$ cat src/rtl/gpio_pkg.sv
// Package with register map, field encodings and timing constants of the port block.
package gpio_pkg;

  // Register addresses on the register file.
  localparam logic [7:0] ADDR_KEY_IN_DATA = 8'he0;
  localparam logic [7:0] ADDR_KEY_OUT_DATA = 8'he1;
  localparam logic [7:0] ADDR_THIRD_DATA = 8'he2;
  localparam logic [7:0] ADDR_IR_DATA = 8'he3;
  localparam logic [7:0] ADDR_KEY_IN_PUR = 8'he7;
  localparam logic [7:0] ADDR_KEY_IN_CTRL_H = 8'he8;
  localparam logic [7:0] ADDR_KEY_IN_CTRL_L = 8'he9;
  localparam logic [7:0] ADDR_KEY_OUT_CTRL_H = 8'hea;
  localparam logic [7:0] ADDR_KEY_OUT_CTRL_L = 8'heb;
  localparam logic [7:0] ADDR_THIRD_CTRL_H = 8'hec;
  localparam logic [7:0] ADDR_THIRD_CTRL_L = 8'hed;
  localparam logic [7:0] ADDR_THIRD_PUR = 8'hee;
  localparam logic [7:0] ADDR_IR_CTRL = 8'hef;
  localparam logic [7:0] ADDR_KEY_IN_IRQ_EN = 8'hf1;
  localparam logic [7:0] ADDR_KEY_IN_IRQ_PEND = 8'hf2;
  localparam logic [7:0] ADDR_THIRD_IRQ_EN = 8'hf3;
  localparam logic [7:0] ADDR_THIRD_IRQ_PEND = 8'hf4;

  // Reset values.
  localparam logic [7:0] RST_BYTE = 8'h00;
  localparam logic [1:0] RST_IR_BITS = 2'h0;

  // Key-input port two-bit pin modes.
  localparam logic [1:0] KIN_FALL = 2'h0;
  localparam logic [1:0] KIN_BOTH = 2'h1;
  localparam logic [1:0] KIN_PUSH = 2'h2;
  localparam logic [1:0] KIN_RISE = 2'h3;

  // Key-output port two-bit pin modes.
  localparam logic [1:0] KOUT_INPUT = 2'h0;
  localparam logic [1:0] KOUT_OPEN = 2'h1;
  localparam logic [1:0] KOUT_PUSH = 2'h2;
  localparam logic [1:0] KOUT_INPUT_PU = 2'h3;

  // Third port two-bit pin modes.
  localparam logic [1:0] THIRD_IN_FALL = 2'h0;
  localparam logic [1:0] THIRD_IN_RISE = 2'h1;
  localparam logic [1:0] THIRD_PUSH = 2'h2;
  localparam logic [1:0] THIRD_OPEN = 2'h3;

  // Infrared port three-bit pin modes; pin 0 uses bits 2:0, pin 1 bits 5:3.
  localparam int IR_MODE_W = 3;
  localparam logic [2:0] IR_INPUT = 3'h0;
  localparam logic [2:0] IR_INPUT_PU = 3'h1;
  localparam logic [2:0] IR_PUSH = 3'h2;
  localparam logic [2:0] IR_OPEN = 3'h3;
  localparam logic [2:0] IR_ALT = 3'h4;

  // Field positions.
  localparam int IR_CARRIER_BIT = 7;
  localparam int IR_PIN0_LSB = 0;
  localparam int IR_PIN1_LSB = 3;

  // Noise filter time and its cycle count at the reference clock.
  localparam int CLK_PERIOD_NS = 10;
  localparam int FILTER_NS = 100;
  localparam int FILTER_CYCLES = (FILTER_NS + CLK_PERIOD_NS - 1) / CLK_PERIOD_NS;

endpackage

$ cat src/rtl/gpio_ports.sv
// Four-port general-purpose I/O block with pin filters, pending flags and pull-up control.
`timescale 1ns/1ns
module gpio_ports
  import gpio_pkg::*;
#(
  parameter int FILTER_COUNT = FILTER_CYCLES
) (
  // Clock and reset.
  input wire logic ref_clk,
  input wire logic rst,
  // Register file access.
  input wire logic [7:0] reg_addr,
  input wire logic reg_wr,
  input wire logic reg_rd,
  input wire logic [7:0] reg_wdata,
  output logic [7:0] reg_rdata,
  // Key-input port pins.
  input wire logic [7:0] key_input_port_in,
  output logic [7:0] key_input_port_out,
  output logic [7:0] key_input_port_oe,
  output logic [7:0] key_input_port_pullup,
  // Key-output port pins.
  input wire logic [7:0] key_output_port_in,
  output logic [7:0] key_output_port_out,
  output logic [7:0] key_output_port_oe,
  output logic [7:0] key_output_port_pullup,
  // Third port pins.
  input wire logic [7:0] third_port_in,
  output logic [7:0] third_port_out,
  output logic [7:0] third_port_oe,
  output logic [7:0] third_port_pullup,
  // Infrared port pins.
  input wire logic [1:0] ir_port_in,
  output logic [1:0] ir_port_out,
  output logic [1:0] ir_port_oe,
  output logic [1:0] ir_port_pullup,
  // Timer and carrier links.
  input wire logic timer_a_pwm_src,
  input wire logic remote_carrier_src,
  output logic timer_a_clock_in,
  output logic timer_a_capture_in,
  output logic timer_b_capture_in,
  // Interrupt requests.
  output logic key_input_irq,
  output logic third_port_irq
);

  // Two-bit mode field of pin i in a sixteen-bit control pair.
  function automatic logic [1:0] mode_of(input logic [15:0] ctrl, input int i);
    mode_of = ctrl[2*i +: 2];
  endfunction

  // Edge event of a filtered level given rise and fall enables.
  function automatic logic edge_hit(input logic now, input logic was, input logic on_rise,
                                    input logic on_fall);
    edge_hit = (on_rise & now & ~was) | (on_fall & ~now & was);
  endfunction

  // Pending update: write of zero clears, new event wins over the clear.
  function automatic logic [7:0] pend_next(input logic [7:0] pend, input logic wr,
                                           input logic [7:0] wdata, input logic [7:0] set);
    pend_next = (pend & (wr ? wdata : 8'hff)) | set;
  endfunction

  // Software registers.
  logic [7:0] kin_data_q, kout_data_q, third_data_q;
  logic [1:0] ir_data_q;
  logic carrier_on_q;
  logic [7:0] kin_pur_q, third_pur_q;
  logic [15:0] kin_ctrl_q, kout_ctrl_q, third_ctrl_q;
  logic [5:0] ir_ctrl_q;
  logic [7:0] kin_en_q, kin_pend_q, third_en_q, third_pend_q;
  logic [7:0] kin_prev_q, third_prev_q;
  logic [7:0] rdata_q;

  // Output flip-flops.
  logic [7:0] kin_out_q, kin_oe_q, kin_pu_q;
  logic [7:0] kout_out_q, kout_oe_q, kout_pu_q;
  logic [7:0] third_out_q, third_oe_q, third_pu_q;
  logic [1:0] ir_out_q, ir_oe_q, ir_pu_q;
  logic t_a_clk_q, t_a_cap_q, t_b_cap_q;
  logic kin_irq_q, third_irq_q;

  // Filtered pin levels.
  logic [7:0] kin_clean, third_clean;

  noise_filter #(.WIDTH(8), .COUNT(FILTER_COUNT)) kin_filter (
    .ref_clk(ref_clk),
    .rst(rst),
    .raw(key_input_port_in),
    .clean(kin_clean)
  );

  noise_filter #(.WIDTH(8), .COUNT(FILTER_COUNT)) third_filter (
    .ref_clk(ref_clk),
    .rst(rst),
    .raw(third_port_in),
    .clean(third_clean)
  );

  // Address decode of write strobes.
  // data, pull-up, control and interrupt register decode
  wire wr_kin_data = reg_wr && reg_addr == ADDR_KEY_IN_DATA;
  wire wr_kout_data = reg_wr && reg_addr == ADDR_KEY_OUT_DATA;
  wire wr_third_data = reg_wr && reg_addr == ADDR_THIRD_DATA;
  wire wr_ir_data = reg_wr && reg_addr == ADDR_IR_DATA;
  wire wr_kin_pur = reg_wr && reg_addr == ADDR_KEY_IN_PUR;
  wire wr_third_pur = reg_wr && reg_addr == ADDR_THIRD_PUR;
  wire wr_kin_ch = reg_wr && reg_addr == ADDR_KEY_IN_CTRL_H;
  wire wr_kin_cl = reg_wr && reg_addr == ADDR_KEY_IN_CTRL_L;
  wire wr_kout_ch = reg_wr && reg_addr == ADDR_KEY_OUT_CTRL_H;
  wire wr_kout_cl = reg_wr && reg_addr == ADDR_KEY_OUT_CTRL_L;
  wire wr_third_ch = reg_wr && reg_addr == ADDR_THIRD_CTRL_H;
  wire wr_third_cl = reg_wr && reg_addr == ADDR_THIRD_CTRL_L;
  wire wr_ir_ctrl = reg_wr && reg_addr == ADDR_IR_CTRL;
  wire wr_kin_en = reg_wr && reg_addr == ADDR_KEY_IN_IRQ_EN;
  wire wr_kin_pend = reg_wr && reg_addr == ADDR_KEY_IN_IRQ_PEND;
  wire wr_third_en = reg_wr && reg_addr == ADDR_THIRD_IRQ_EN;
  wire wr_third_pend = reg_wr && reg_addr == ADDR_THIRD_IRQ_PEND;

  // Infrared pin mode fields.
  wire [2:0] ir_mode0 = ir_ctrl_q[IR_PIN0_LSB +: IR_MODE_W];
  wire [2:0] ir_mode1 = ir_ctrl_q[IR_PIN1_LSB +: IR_MODE_W];

  // Per-pin drive and pull-up for the three byte-wide ports, edge decode for the key-input and third ports.
  logic [7:0] kin_out_d, kin_oe_d, kin_pu_d, kin_set;
  logic [7:0] kout_out_d, kout_oe_d, kout_pu_d;
  logic [7:0] third_out_d, third_oe_d, third_pu_d, third_set;
  always_comb begin
    logic [1:0] m;
    m = 2'h0;
    for (int i = 0; i < 8; i++) begin
      m = mode_of(kin_ctrl_q, i);
      kin_oe_d[i] = (m == KIN_PUSH);
      kin_out_d[i] = (m == KIN_PUSH) & kin_data_q[i];
      kin_pu_d[i] = kin_pur_q[i] & (m != KIN_PUSH);
      kin_set[i] = kin_en_q[i] & (m != KIN_PUSH) &
                   edge_hit(kin_clean[i], kin_prev_q[i], m == KIN_RISE || m == KIN_BOTH,
                            m == KIN_FALL || m == KIN_BOTH);
      m = mode_of(kout_ctrl_q, i);
      kout_oe_d[i] = (m == KOUT_PUSH) | ((m == KOUT_OPEN) & ~kout_data_q[i]);
      kout_out_d[i] = (m == KOUT_PUSH) & kout_data_q[i];
      kout_pu_d[i] = (m == KOUT_INPUT_PU);
      m = mode_of(third_ctrl_q, i);
      third_oe_d[i] = (m == THIRD_PUSH) | ((m == THIRD_OPEN) & ~third_data_q[i]);
      third_out_d[i] = (m == THIRD_PUSH) & third_data_q[i];
      third_pu_d[i] = third_pur_q[i] & (m == THIRD_IN_FALL || m == THIRD_IN_RISE);
      third_set[i] = third_en_q[i] &
                     edge_hit(third_clean[i], third_prev_q[i], m == THIRD_IN_RISE,
                              m == THIRD_IN_FALL);
    end
  end

  // Infrared port drive: alternate function, push-pull, open-drain or input.
  logic [1:0] ir_out_d, ir_oe_d, ir_pu_d;
  logic [1:0] ir_alt_val;
  logic [2:0] ir_mode [2];
  always_comb begin
    ir_mode[0] = ir_mode0;
    ir_mode[1] = ir_mode1;
    ir_alt_val[0] = timer_a_pwm_src;
    ir_alt_val[1] = remote_carrier_src & carrier_on_q;
    for (int i = 0; i < 2; i++) begin
      case (ir_mode[i])
        IR_PUSH: begin
          ir_oe_d[i] = 1'b1;
          ir_out_d[i] = ir_data_q[i];
        end
        IR_OPEN: begin
          ir_oe_d[i] = ~ir_data_q[i];
          ir_out_d[i] = 1'b0;
        end
        IR_ALT: begin
          ir_oe_d[i] = 1'b1;
          ir_out_d[i] = ir_alt_val[i];
        end
        default: begin
          ir_oe_d[i] = 1'b0;
          ir_out_d[i] = 1'b0;
        end
      endcase
      ir_pu_d[i] = (ir_mode[i] == IR_INPUT_PU);
    end
  end

  // Pending next values.
  // pending polling and clear
  wire [7:0] kin_pend_d = pend_next(kin_pend_q, wr_kin_pend, reg_wdata, kin_set);
  wire [7:0] third_pend_d = pend_next(third_pend_q, wr_third_pend, reg_wdata, third_set);

  // Read selection; data registers show pin levels, unmapped addresses read zero.
  logic [7:0] rdata_d;
  always_comb begin
    case (reg_addr)
      ADDR_KEY_IN_DATA: rdata_d = key_input_port_in;
      ADDR_KEY_OUT_DATA: rdata_d = key_output_port_in;
      ADDR_THIRD_DATA: rdata_d = third_port_in;
      ADDR_IR_DATA: rdata_d = {carrier_on_q, 5'h00, ir_port_in};
      ADDR_KEY_IN_PUR: rdata_d = kin_pur_q;
      ADDR_THIRD_PUR: rdata_d = third_pur_q;
      ADDR_KEY_IN_CTRL_H: rdata_d = kin_ctrl_q[15:8];
      ADDR_KEY_IN_CTRL_L: rdata_d = kin_ctrl_q[7:0];
      ADDR_KEY_OUT_CTRL_H: rdata_d = kout_ctrl_q[15:8];
      ADDR_KEY_OUT_CTRL_L: rdata_d = kout_ctrl_q[7:0];
      ADDR_THIRD_CTRL_H: rdata_d = third_ctrl_q[15:8];
      ADDR_THIRD_CTRL_L: rdata_d = third_ctrl_q[7:0];
      ADDR_IR_CTRL: rdata_d = {2'h0, ir_ctrl_q};
      ADDR_KEY_IN_IRQ_EN: rdata_d = kin_en_q;
      ADDR_KEY_IN_IRQ_PEND: rdata_d = kin_pend_q;
      ADDR_THIRD_IRQ_EN: rdata_d = third_en_q;
      ADDR_THIRD_IRQ_PEND: rdata_d = third_pend_q;
      default: rdata_d = RST_BYTE;
    endcase
  end

  // Data latches and pull-up enables.
  // data, carrier and pull-up register writes
  always_ff @(posedge ref_clk) begin
    if (rst) begin
      kin_data_q <= RST_BYTE;
      kout_data_q <= RST_BYTE;
      third_data_q <= RST_BYTE;
      ir_data_q <= RST_IR_BITS;
      carrier_on_q <= 1'b0;
      kin_pur_q <= RST_BYTE;
      third_pur_q <= RST_BYTE;
    end else begin
      if (wr_kin_data) kin_data_q <= reg_wdata;
      if (wr_kout_data) kout_data_q <= reg_wdata;
      if (wr_third_data) third_data_q <= reg_wdata;
      if (wr_ir_data) ir_data_q <= reg_wdata[1:0];
      if (wr_ir_data) carrier_on_q <= reg_wdata[IR_CARRIER_BIT];
      if (wr_kin_pur) kin_pur_q <= reg_wdata;
      if (wr_third_pur) third_pur_q <= reg_wdata;
    end
  end

  // Control registers; reset makes every key-output pin a CMOS input.
  // reset to input
  always_ff @(posedge ref_clk) begin
    if (rst) begin
      kin_ctrl_q <= {RST_BYTE, RST_BYTE};
      kout_ctrl_q <= {RST_BYTE, RST_BYTE};
      third_ctrl_q <= {RST_BYTE, RST_BYTE};
      ir_ctrl_q <= {IR_INPUT, IR_INPUT};
    end else begin
      if (wr_kin_ch) kin_ctrl_q[15:8] <= reg_wdata;
      if (wr_kin_cl) kin_ctrl_q[7:0] <= reg_wdata;
      if (wr_kout_ch) kout_ctrl_q[15:8] <= reg_wdata;
      if (wr_kout_cl) kout_ctrl_q[7:0] <= reg_wdata;
      if (wr_third_ch) third_ctrl_q[15:8] <= reg_wdata;
      if (wr_third_cl) third_ctrl_q[7:0] <= reg_wdata;
      if (wr_ir_ctrl) ir_ctrl_q <= reg_wdata[5:0];
    end
  end

  // Interrupt enables, pending flags and edge history.
  always_ff @(posedge ref_clk) begin
    if (rst) begin
      kin_en_q <= RST_BYTE;
      third_en_q <= RST_BYTE;
      kin_pend_q <= RST_BYTE;
      third_pend_q <= RST_BYTE;
      kin_prev_q <= RST_BYTE;
      third_prev_q <= RST_BYTE;
    end else begin
      if (wr_kin_en) kin_en_q <= reg_wdata;
      if (wr_third_en) third_en_q <= reg_wdata;
      kin_pend_q <= kin_pend_d;
      third_pend_q <= third_pend_d;
      kin_prev_q <= kin_clean;
      third_prev_q <= third_clean;
    end
  end

  // Registered pin drive, timer feeds, requests and read data.
  always_ff @(posedge ref_clk) begin
    if (rst) begin
      {kin_out_q, kin_oe_q, kin_pu_q} <= '0;
      {kout_out_q, kout_oe_q, kout_pu_q} <= '0;
      {third_out_q, third_oe_q, third_pu_q} <= '0;
      {ir_out_q, ir_oe_q, ir_pu_q} <= '0;
      {t_a_clk_q, t_a_cap_q, t_b_cap_q} <= '0;
      {kin_irq_q, third_irq_q} <= '0;
      rdata_q <= RST_BYTE;
    end else begin
      {kin_out_q, kin_oe_q, kin_pu_q} <= {kin_out_d, kin_oe_d, kin_pu_d};
      {kout_out_q, kout_oe_q, kout_pu_q} <= {kout_out_d, kout_oe_d, kout_pu_d};
      {third_out_q, third_oe_q, third_pu_q} <= {third_out_d, third_oe_d, third_pu_d};
      {ir_out_q, ir_oe_q, ir_pu_q} <= {ir_out_d, ir_oe_d, ir_pu_d};
      t_a_clk_q <= ir_port_in[0];
      t_a_cap_q <= ir_port_in[0];
      t_b_cap_q <= ir_port_in[1];
      kin_irq_q <= |kin_pend_d;
      third_irq_q <= |third_pend_d;
      if (reg_rd) rdata_q <= rdata_d;
    end
  end

  // Output assignments straight from flip-flops.
  assign reg_rdata = rdata_q;
  assign key_input_port_out = kin_out_q;
  assign key_input_port_oe = kin_oe_q;
  assign key_input_port_pullup = kin_pu_q;
  assign key_output_port_out = kout_out_q;
  assign key_output_port_oe = kout_oe_q;
  assign key_output_port_pullup = kout_pu_q;
  assign third_port_out = third_out_q;
  assign third_port_oe = third_oe_q;
  assign third_port_pullup = third_pu_q;
  assign ir_port_out = ir_out_q;
  assign ir_port_oe = ir_oe_q;
  assign ir_port_pullup = ir_pu_q;
  assign timer_a_clock_in = t_a_clk_q;
  assign timer_a_capture_in = t_a_cap_q;
  assign timer_b_capture_in = t_b_cap_q;
  assign key_input_irq = kin_irq_q;
  assign third_port_irq = third_irq_q;

endmodule

$ cat src/rtl/noise_filter.sv
// Per-bit glitch filter that passes a level only after it has been stable long enough.
`timescale 1ns/1ns
module noise_filter
  import gpio_pkg::*;
#(
  parameter int WIDTH = 8,
  parameter int COUNT = FILTER_CYCLES
) (
  // Clock and reset.
  input wire logic ref_clk,
  input wire logic rst,
  // Raw and filtered levels.
  input wire logic [WIDTH-1:0] raw,
  output logic [WIDTH-1:0] clean
);

  localparam int CW = $clog2(COUNT + 1);
  localparam logic [CW-1:0] LAST = CW'(COUNT - 1);

  logic [CW-1:0] cnt_q [WIDTH];
  logic [WIDTH-1:0] clean_q;

  // A differing level must persist for COUNT cycles before it is taken.
  always_ff @(posedge ref_clk) begin
    for (int i = 0; i < WIDTH; i++) begin
      if (rst) begin
        cnt_q[i] <= '0;
        clean_q[i] <= raw[i]; // Track the pin so no false edge follows reset.
      end else if (raw[i] == clean_q[i]) begin
        cnt_q[i] <= '0;
      end else if (cnt_q[i] == LAST) begin
        cnt_q[i] <= '0;
        clean_q[i] <= raw[i];
      end else begin
        cnt_q[i] <= cnt_q[i] + 1'b1;
      end
    end
  end

  assign clean = clean_q;

endmodule

$ cat config.mk
export PLATFORM = sky130hd
export DESIGN_NAME = gpio_ports
export DESIGN_NICKNAME = d
export VERILOG_FILES = /design/src/rtl/gpio_pkg.sv /design/src/rtl/gpio_ports.sv /design/src/rtl/noise_filter.sv
export SDC_FILE = /design/constraint.sdc
export NUM_CORES = 1
export LEC_CHECK = 0
export BUFFER_PORTS_ARGS = -buffer_cell sky130_fd_sc_hd__buf_2
export CORE_UTILIZATION = 45
export CTS_BUF_LIST = sky130_fd_sc_hd__clkbuf_8
export CTS_CLUSTER_SIZE = 24
export DETAILED_ROUTE_END_ITERATION = 8
export PLACE_DENSITY = 0.66
export SYNTH_ARGS = -nofsm -noshare
export SYNTH_HDL_FRONTEND = slang
export SYNTH_SLANG_ARGS = --single-unit
$ cat constraint.sdc
create_clock -name ref_clk -period 1.6 [get_ports ref_clk]
set_input_delay 0.16 -clock ref_clk [delete_from_list [all_inputs] [get_ports ref_clk]]
set_output_delay 0.16 -clock ref_clk [all_outputs]
set_load 0.005 [all_outputs]
Word level (Yosys, flattened, before mapping) --
Memories as Yosys holds them, arrays and structs flattened. Cells that the tools add are included.
Operators by class: add/subtract/negate cells 16, reductions and logical operators 93, multiplexer cells 281, eq/ne operators 153, bitwise operators 279
Operator list (number):
- two-way mux 1 bit | 226
- two-way mux 4 bit | 48
- AND 1 bit | 145
- equality test 8 bit, second input constant | 17
- one-hot mux 8 bit (17 select lines) | 1
- equality test 2 bit, second input constant | 48
- OR 1 bit | 80
- adder 4 x 1 -> 4 bit, second input constant | 16
- equality test 4 bit, second input constant | 16
- NOT 1 bit | 50
- equality test 2 x 1 -> 1 bit, second input constant | 24
- != test 2 bit, second input constant | 24
- zero test 2 bit | 16
- AND reduction 2 bit | 16
- nonzero test 2 bit | 16
- logical OR 1 bit | 24
- logical AND 1 bit | 17
- AND 8 bit | 2
- equality test 1 bit | 16
- two-way mux 8 bit | 2
- OR 8 bit | 2
- OR reduction 8 bit | 2
- equality test 3 x 2 -> 1 bit, second input constant | 4
- one-hot mux 1 bit (2 select lines) | 4
- 3 further kinds | 6
Storage, ports and cells: logic and storage cells 877, output and inout port bits 91, RAM bits 64, register bits after elaboration 251, input bits 48, memories 2
Memory list:
- kin_filter.cnt_q | words 8, bits a word 4, read ports 8, clocked after Yosys merged registers in 0, wr ports 8, line noise_filter.sv:20 | logic [CW-1:0] cnt_q [WIDTH];
- third_filter.cnt_q | words 8, bits a word 4, read ports 8, clocked after Yosys merged registers in 0, wr ports 8, line noise_filter.sv:20

Longest topological paths before layout --
depth in word-level cells 8, gate-level depth with buffers 9, mapped depth without buffers 6

Modules after synthesis --
A second synthesis with hierarchy kept.
Second synthesis, totals: cell total of the unflattened synthesis 1364, area total of the unflattened synthesis 13778.2 µm²
By module, submodules not included:
- gpio_ports | instances 1, cells each 1056, area each 9754.4 µm², sequential area each 4704.5 µm²
- noise_filter | instances 2, cells each 154, area each 2011.9 µm², sequential area each 1201.2 µm²

Least setup slack after synthesis --
No wires, ideal clock.
path kind input-to-reg, start point input port reg_addr[2], end point register rdata_q[5], in the netlist reg_rdata[5], path buffers 3, data arrival time 1.480 ns, path slack -0.003 ns, stages on the path 8, cells stage by stage buf_4 -> nor2b_1 -> buf_2 -> and2_1 -> buf_2 -> a22o_1 -> a221o_1 -> a2bb2oi_1
Between the ends: longest elaborated chain between the ends 2
Ends and longest elaborated chain:
- from (decl) | line gpio_ports.sv:12 | input wire logic [7:0] reg_addr,
- equality test 8 bit | line gpio_ports.sv:194 | case (reg_addr)
- one-hot mux 8 bit (17 select lines) (*) | line gpio_ports.sv:194
- to (signal assigned) | line gpio_ports.sv:296 | if (reg_rd) rdata_q <= rdata_d;
- to (decl) | line gpio_ports.sv:74 | logic [7:0] rdata_q;
Mark *: on every way between the ends. The rest lies on a longest branch, timed or not. A chain may end at the register's enable or synchronous reset.

Final worst setup path --
start point register kout_ctrl_q[0], end point register rdata_q[0], in the netlist reg_rdata[0]
Between the ends: longest elaborated chain between the ends 1
Ends and longest elaborated chain:
- from (decl) | line gpio_ports.sv:70 | logic [15:0] kin_ctrl_q, kout_ctrl_q, third_ctrl_q;
- from (signal assigned) | line gpio_ports.sv:243 | kout_ctrl_q <= {RST_BYTE, RST_BYTE};
- from (signal assigned) | line gpio_ports.sv:250 | if (wr_kout_cl) kout_ctrl_q[7:0] <= reg_wdata;
- one-hot mux 8 bit (17 select lines) | line gpio_ports.sv:194
No other way between the ends.

==> results.txt <==
Setup repair after global routing left no endpoint under its margin. Summing the areas of all compound-gate instances in the mapped netlist gives 11.3% of the synthesized area. Setup slack on the critical path of the routed design comes to slightly below 70 ps. The total iterations of the first detailed-routing run is 7. The detailed-route wire length is 40,200 um. The largest net degree at the start of global routing is 91. The width of the chip came out at 176 um. The total global-route track usage is 26.1%. The clock transition time at the flip-flop clock pins of the worst setup and hold paths came out at approximately 60 ps.

The number of violations reported at the end of detailed-routing iteration 0 came out at just under 900. The final setup TNS came out at 0 ps. Compared with the post-synthesis result, the final layout area differs by 26.2%. The detailed placer's ending HPWL came out at 30,000 um. The flip-flop and latch count after synthesis came out at 315. After synthesis, the mean cell area works out to a little under 10 sq um. The slowest cell on the critical path is sky130_fd_sc_hd__dfxtp_2. The highest fanout seen on the critical path came out at 2. Counting along the longest clock path gives a buffer depth of 3.

The synthesized design contains 80 enable-type register cells. The run finished with clean final reports. The minimum setup slack among reg-to-reg paths came out at 70 ps. The terminus of the critical flop-to-flop path is reg_rdata[0]. In this run the cell area measured after placement is 0.0159 sq mm.

The dominant cell by count in the synthesized netlist is sky130_fd_sc_hd__dfxtp_1. The wire length of the first global-routing pass is 61,500 um. The CTS tree is yes.

The final-report hold violation count was 0. In this run the worst hold path is classified as in -> reg. The average vias per placed instance came out at 5.22. The kind of start point of the critical path is a flip-flop. The starting density of the core is 45.9%.

The DRC violations left came out at 0. The number of instances in the placed design is about 2,100. The cell count after synthesis is 1,404. The worst path required time came out at around 2100 ps.

The maximum frequency from static timing analysis is 653 MHz. The largest family of logic cells by synthesized area is simple AND/OR/NAND/NOR gates. The net count of the finished layout is between 1,500 and 2,000.

The cell area after synthesis came out at roughly 0.014 sq mm. With fillers left out, the area of the finished cells amounts to between 0.015 and 0.02 sq mm. The proportion of synthesized area in mux cells is 6.12%. The synthesized netlist devotes 2.93% of its cell area to adder and majority cells.

The async set-or-reset flop fraction in the synthesized netlist is 0%. The share of total power in combinational logic came out at 7.0%. The floorplan has 63 rows. The startpoint identified for the worst hold timing path is reg_rd. The H-tree depth reported by CTS is 2. The cell sitting at the root of the clock tree is a sky130_fd_sc_hd__clkbuf_8. The max-cap violation count is 0. The number of antenna violations at the first check in global routing is 2. By area the synthesized netlist is led by sky130_fd_sc_hd__dfxtp_1 (34%), sky130_fd_sc_hd__edfxtp_1 (18%), sky130_fd_sc_hd__nor2_1 (5.4%). STA classifies the critical path endpoint as a flip-flop. Counting the buffers created by CTS gives between 50 and 60.

The startpoint of the lowest-slack register-to-register path is kout_ctrl_q[0]. The highest ir drop seen on vdd is 0.622 mV. The kind of cell with the highest combined delay along the critical path is compound AO/OA/AOI/OAI gates. The signal on the critical path passes through mux2_2 -> a221oi_2 -> a21oi_1 -> a31oi_1 -> nor4b_4 -> o21ai_1. In this run the tool buffered the top-level ports with 138 buffer cells. Summed over all layers, the global routing overflow is 0. The simple-gate share of the synthesized area came out at about a fifth. The clock arrives with ~36 ps of skew. Data on the critical path arrives at its endpoint at between 1500 and 2000 ps. The clock sink total is 315. For this design the top-level I/O count stands at approximately 140. The fraction of layout cells with a size suffix above 1 is 22.0%. The later pin in the worst-skew pair is clocked with a latency of 580 ps. By count the netlist is led by sky130_fd_sc_hd__dfxtp_1 (235), sky130_fd_sc_hd__nor2_1 (196), sky130_fd_sc_hd__nand2_1 (159), sky130_fd_sc_hd__a21oi_1 (94), sky130_fd_sc_hd__edfxtp_1 (80). The worst setup path is of the reg -> reg kind. The power density over the cells is 967 mW/mm^2. OpenSTA, run right after detailed placement, puts the worst setup slack at -430 ps.

The number of stages on the worst hold path came out at 5. The switching power as a share of total power is 24.0%. The sum of buffers and inverters on the critical path is 0.

The height of the die is ~180 um. For this run, the leading register cell type out of synthesis is sky130_fd_sc_hd__dfxtp_1. In the finished design, the share of the clock period the worst path needs comes to roughly 96%. The number of cells on the worst reg-to-reg path is 6. The final number of max-transition violations is 0.

The area of the die is ~0.031 sq mm. The number of warnings reported in the yosys synthesis log is 0. The critical path depth in cells is 6.

The cell internal power dissipation is 0.0127 W. The via count of the first global-routing pass is between 10,000 and 15,000. The finished layout holds 2,176 standard cells, fillers aside. The clock network accounts for 42.0% of the total power. The detailed router placed 11,400 vias in this run. Of the total synthesized cell area, the portion taken by XOR and XNOR cells is around 3.1%. The relative contribution of sequential cells to total power is roughly half.

In this run the standard cell core region covers 0.0297 sq mm. The filler cell count in the final layout came out at 2,700. In this run the power spent charging and discharging nets is 0.00400 W. The minimum clock period came out at 1530 ps. The leakage dissipation is 7.06 nW. The congestion estimate from routability-driven global placement came to 1.03.

The sequential area share after synthesis came out at 52.1%. The unique cell type count in the Yosys netlist came out at 73. The number of nets still failing antenna checks after routing is 0. The proportion of netlist area held by the largest area contributor is 34.5%.

The top cell type by total area after synthesis is sky130_fd_sc_hd__dfxtp_1. The maximum cell stage delay along the critical path came out at 360 ps. After detailed routing, the average wire length per cell comes to 18.5 um. For hold timing, the worst endpoint is reg_rdata[1]. The final-report setup violation count is 0.
==> cell families after synthesis <==
group	after synthesis
DFF	315
buffers and inverters	103
adders and majority gates	32
AOI/OAI and AO/OA	248
and+or+nand+nor	574
other	1
xor gates and xnor gates	49
muxes	82
==> worst max path at each step <==
stage	startpoint	slack [ps]	end
final	kout_ctrl_q[0]	70	reg_rdata[0]
after global routing	kin_filter.clean[6]	7	key_input_irq
after CTS	kin_ctrl_q[14]	-7	reg_rdata[6]
after detailed placement	reg_addr[3]	-430	reg_rdata[6]
after global placement	reg_addr[3]	-400	reg_rdata[6]
after floorplan	reg_addr[2]	2	reg_rdata[5]
==> final cells by class <==
type	instances	area (sq um)	share of cell area, %
multi-input combinational	1049	6380	37.0
inverter	30	113	0.654
clock inverter	31	160	0.929
sequential	315	7110	41.3
antenna	1	2.50	0.0145
tap	390	488	2.83
timing repair buffer	295	2090	12.1
clock buffer	65	895	5.19
==> placed cells by master (no fill, tap or decap), types with 43 or more instances in the layout <==
master	Yosys	routed
sky130_fd_sc_hd__dfxtp_1	235	233
sky130_fd_sc_hd__nor2_1	196	196
sky130_fd_sc_hd__nand2_1	159	159
sky130_fd_sc_hd__buf_2	16	137
sky130_fd_sc_hd__buf_4	8	121
sky130_fd_sc_hd__a21oi_1	94	94
sky130_fd_sc_hd__edfxtp_1	80	80
sky130_fd_sc_hd__mux2i_1	70	70
sky130_fd_sc_hd__clkbuf_8	0	65
sky130_fd_sc_hd__conb_1	1	64
sky130_fd_sc_hd__inv_1	30	51
sky130_fd_sc_hd__o21ai_0	50	46
sky130_fd_sc_hd__nor2b_1	43	43
==> worst min-delay path: stages <==
cell                      delay, ps
sky130_fd_sc_hd__buf_2           90
sky130_fd_sc_hd__nor2_1          40
sky130_fd_sc_hd__buf_4          160
sky130_fd_sc_hd__nand2_1         70
sky130_fd_sc_hd__o21ai_1         50
==> stage by stage <==
step / hold WS (ps) / total power (W) / util [%]
after global placement: 372 / 0.00975 / 53.4
after detailed placement: 379 / 0.00977 / 53.4
after CTS: 18.4 / 0.0168 / 57.8
final: 43.4 / 0.0167 / 58.0
after global routing: 30.4 / 0.0173 / 58.0
after floorplan: 259 / 0.00928 / -
==> metal layers <==
metal	vias up	global-route usage, %	share of wire (%)
met4	0	10.2	3.1
met5	-	0	0
met3	80	5.00	7.7
met1	5342	36.8	46
li1	5513	-	-
met2	415	39.2	43
==> registers in the layout, summed over array words and instances, names as in the netlist, 16 cells and up <==
| name | flops |
|---|---|
| kin_filter.cnt_q | 32 |
| third_ctrl_q | 16 |
| third_filter.cnt_q | 32 |
| kout_ctrl_q | 16 |
| kin_ctrl_q | 16 |
==> power by group through the flow <==
stage	combinational (W)	sequential [W]	clock, W
after floorplan	0.000647	0.00863	0
after global placement	0.00109	0.00866	0
after detailed placement	0.00110	0.00867	0
after CTS	0.00115	0.00850	0.00715
after global routing	0.00127	0.00852	0.00752
final	0.00117	0.00850	0.00699
==> repair_timing <==
item	in CTS	in global routing
hold buffers	24	0
resized for setup	5	13
setup buffers	0	0
pin swaps	1	4
cloned	0	0
endpoints found under the hold margin	28	0
endpoints found under the setup margin	3	4
(Power assumes the default switching activity.)
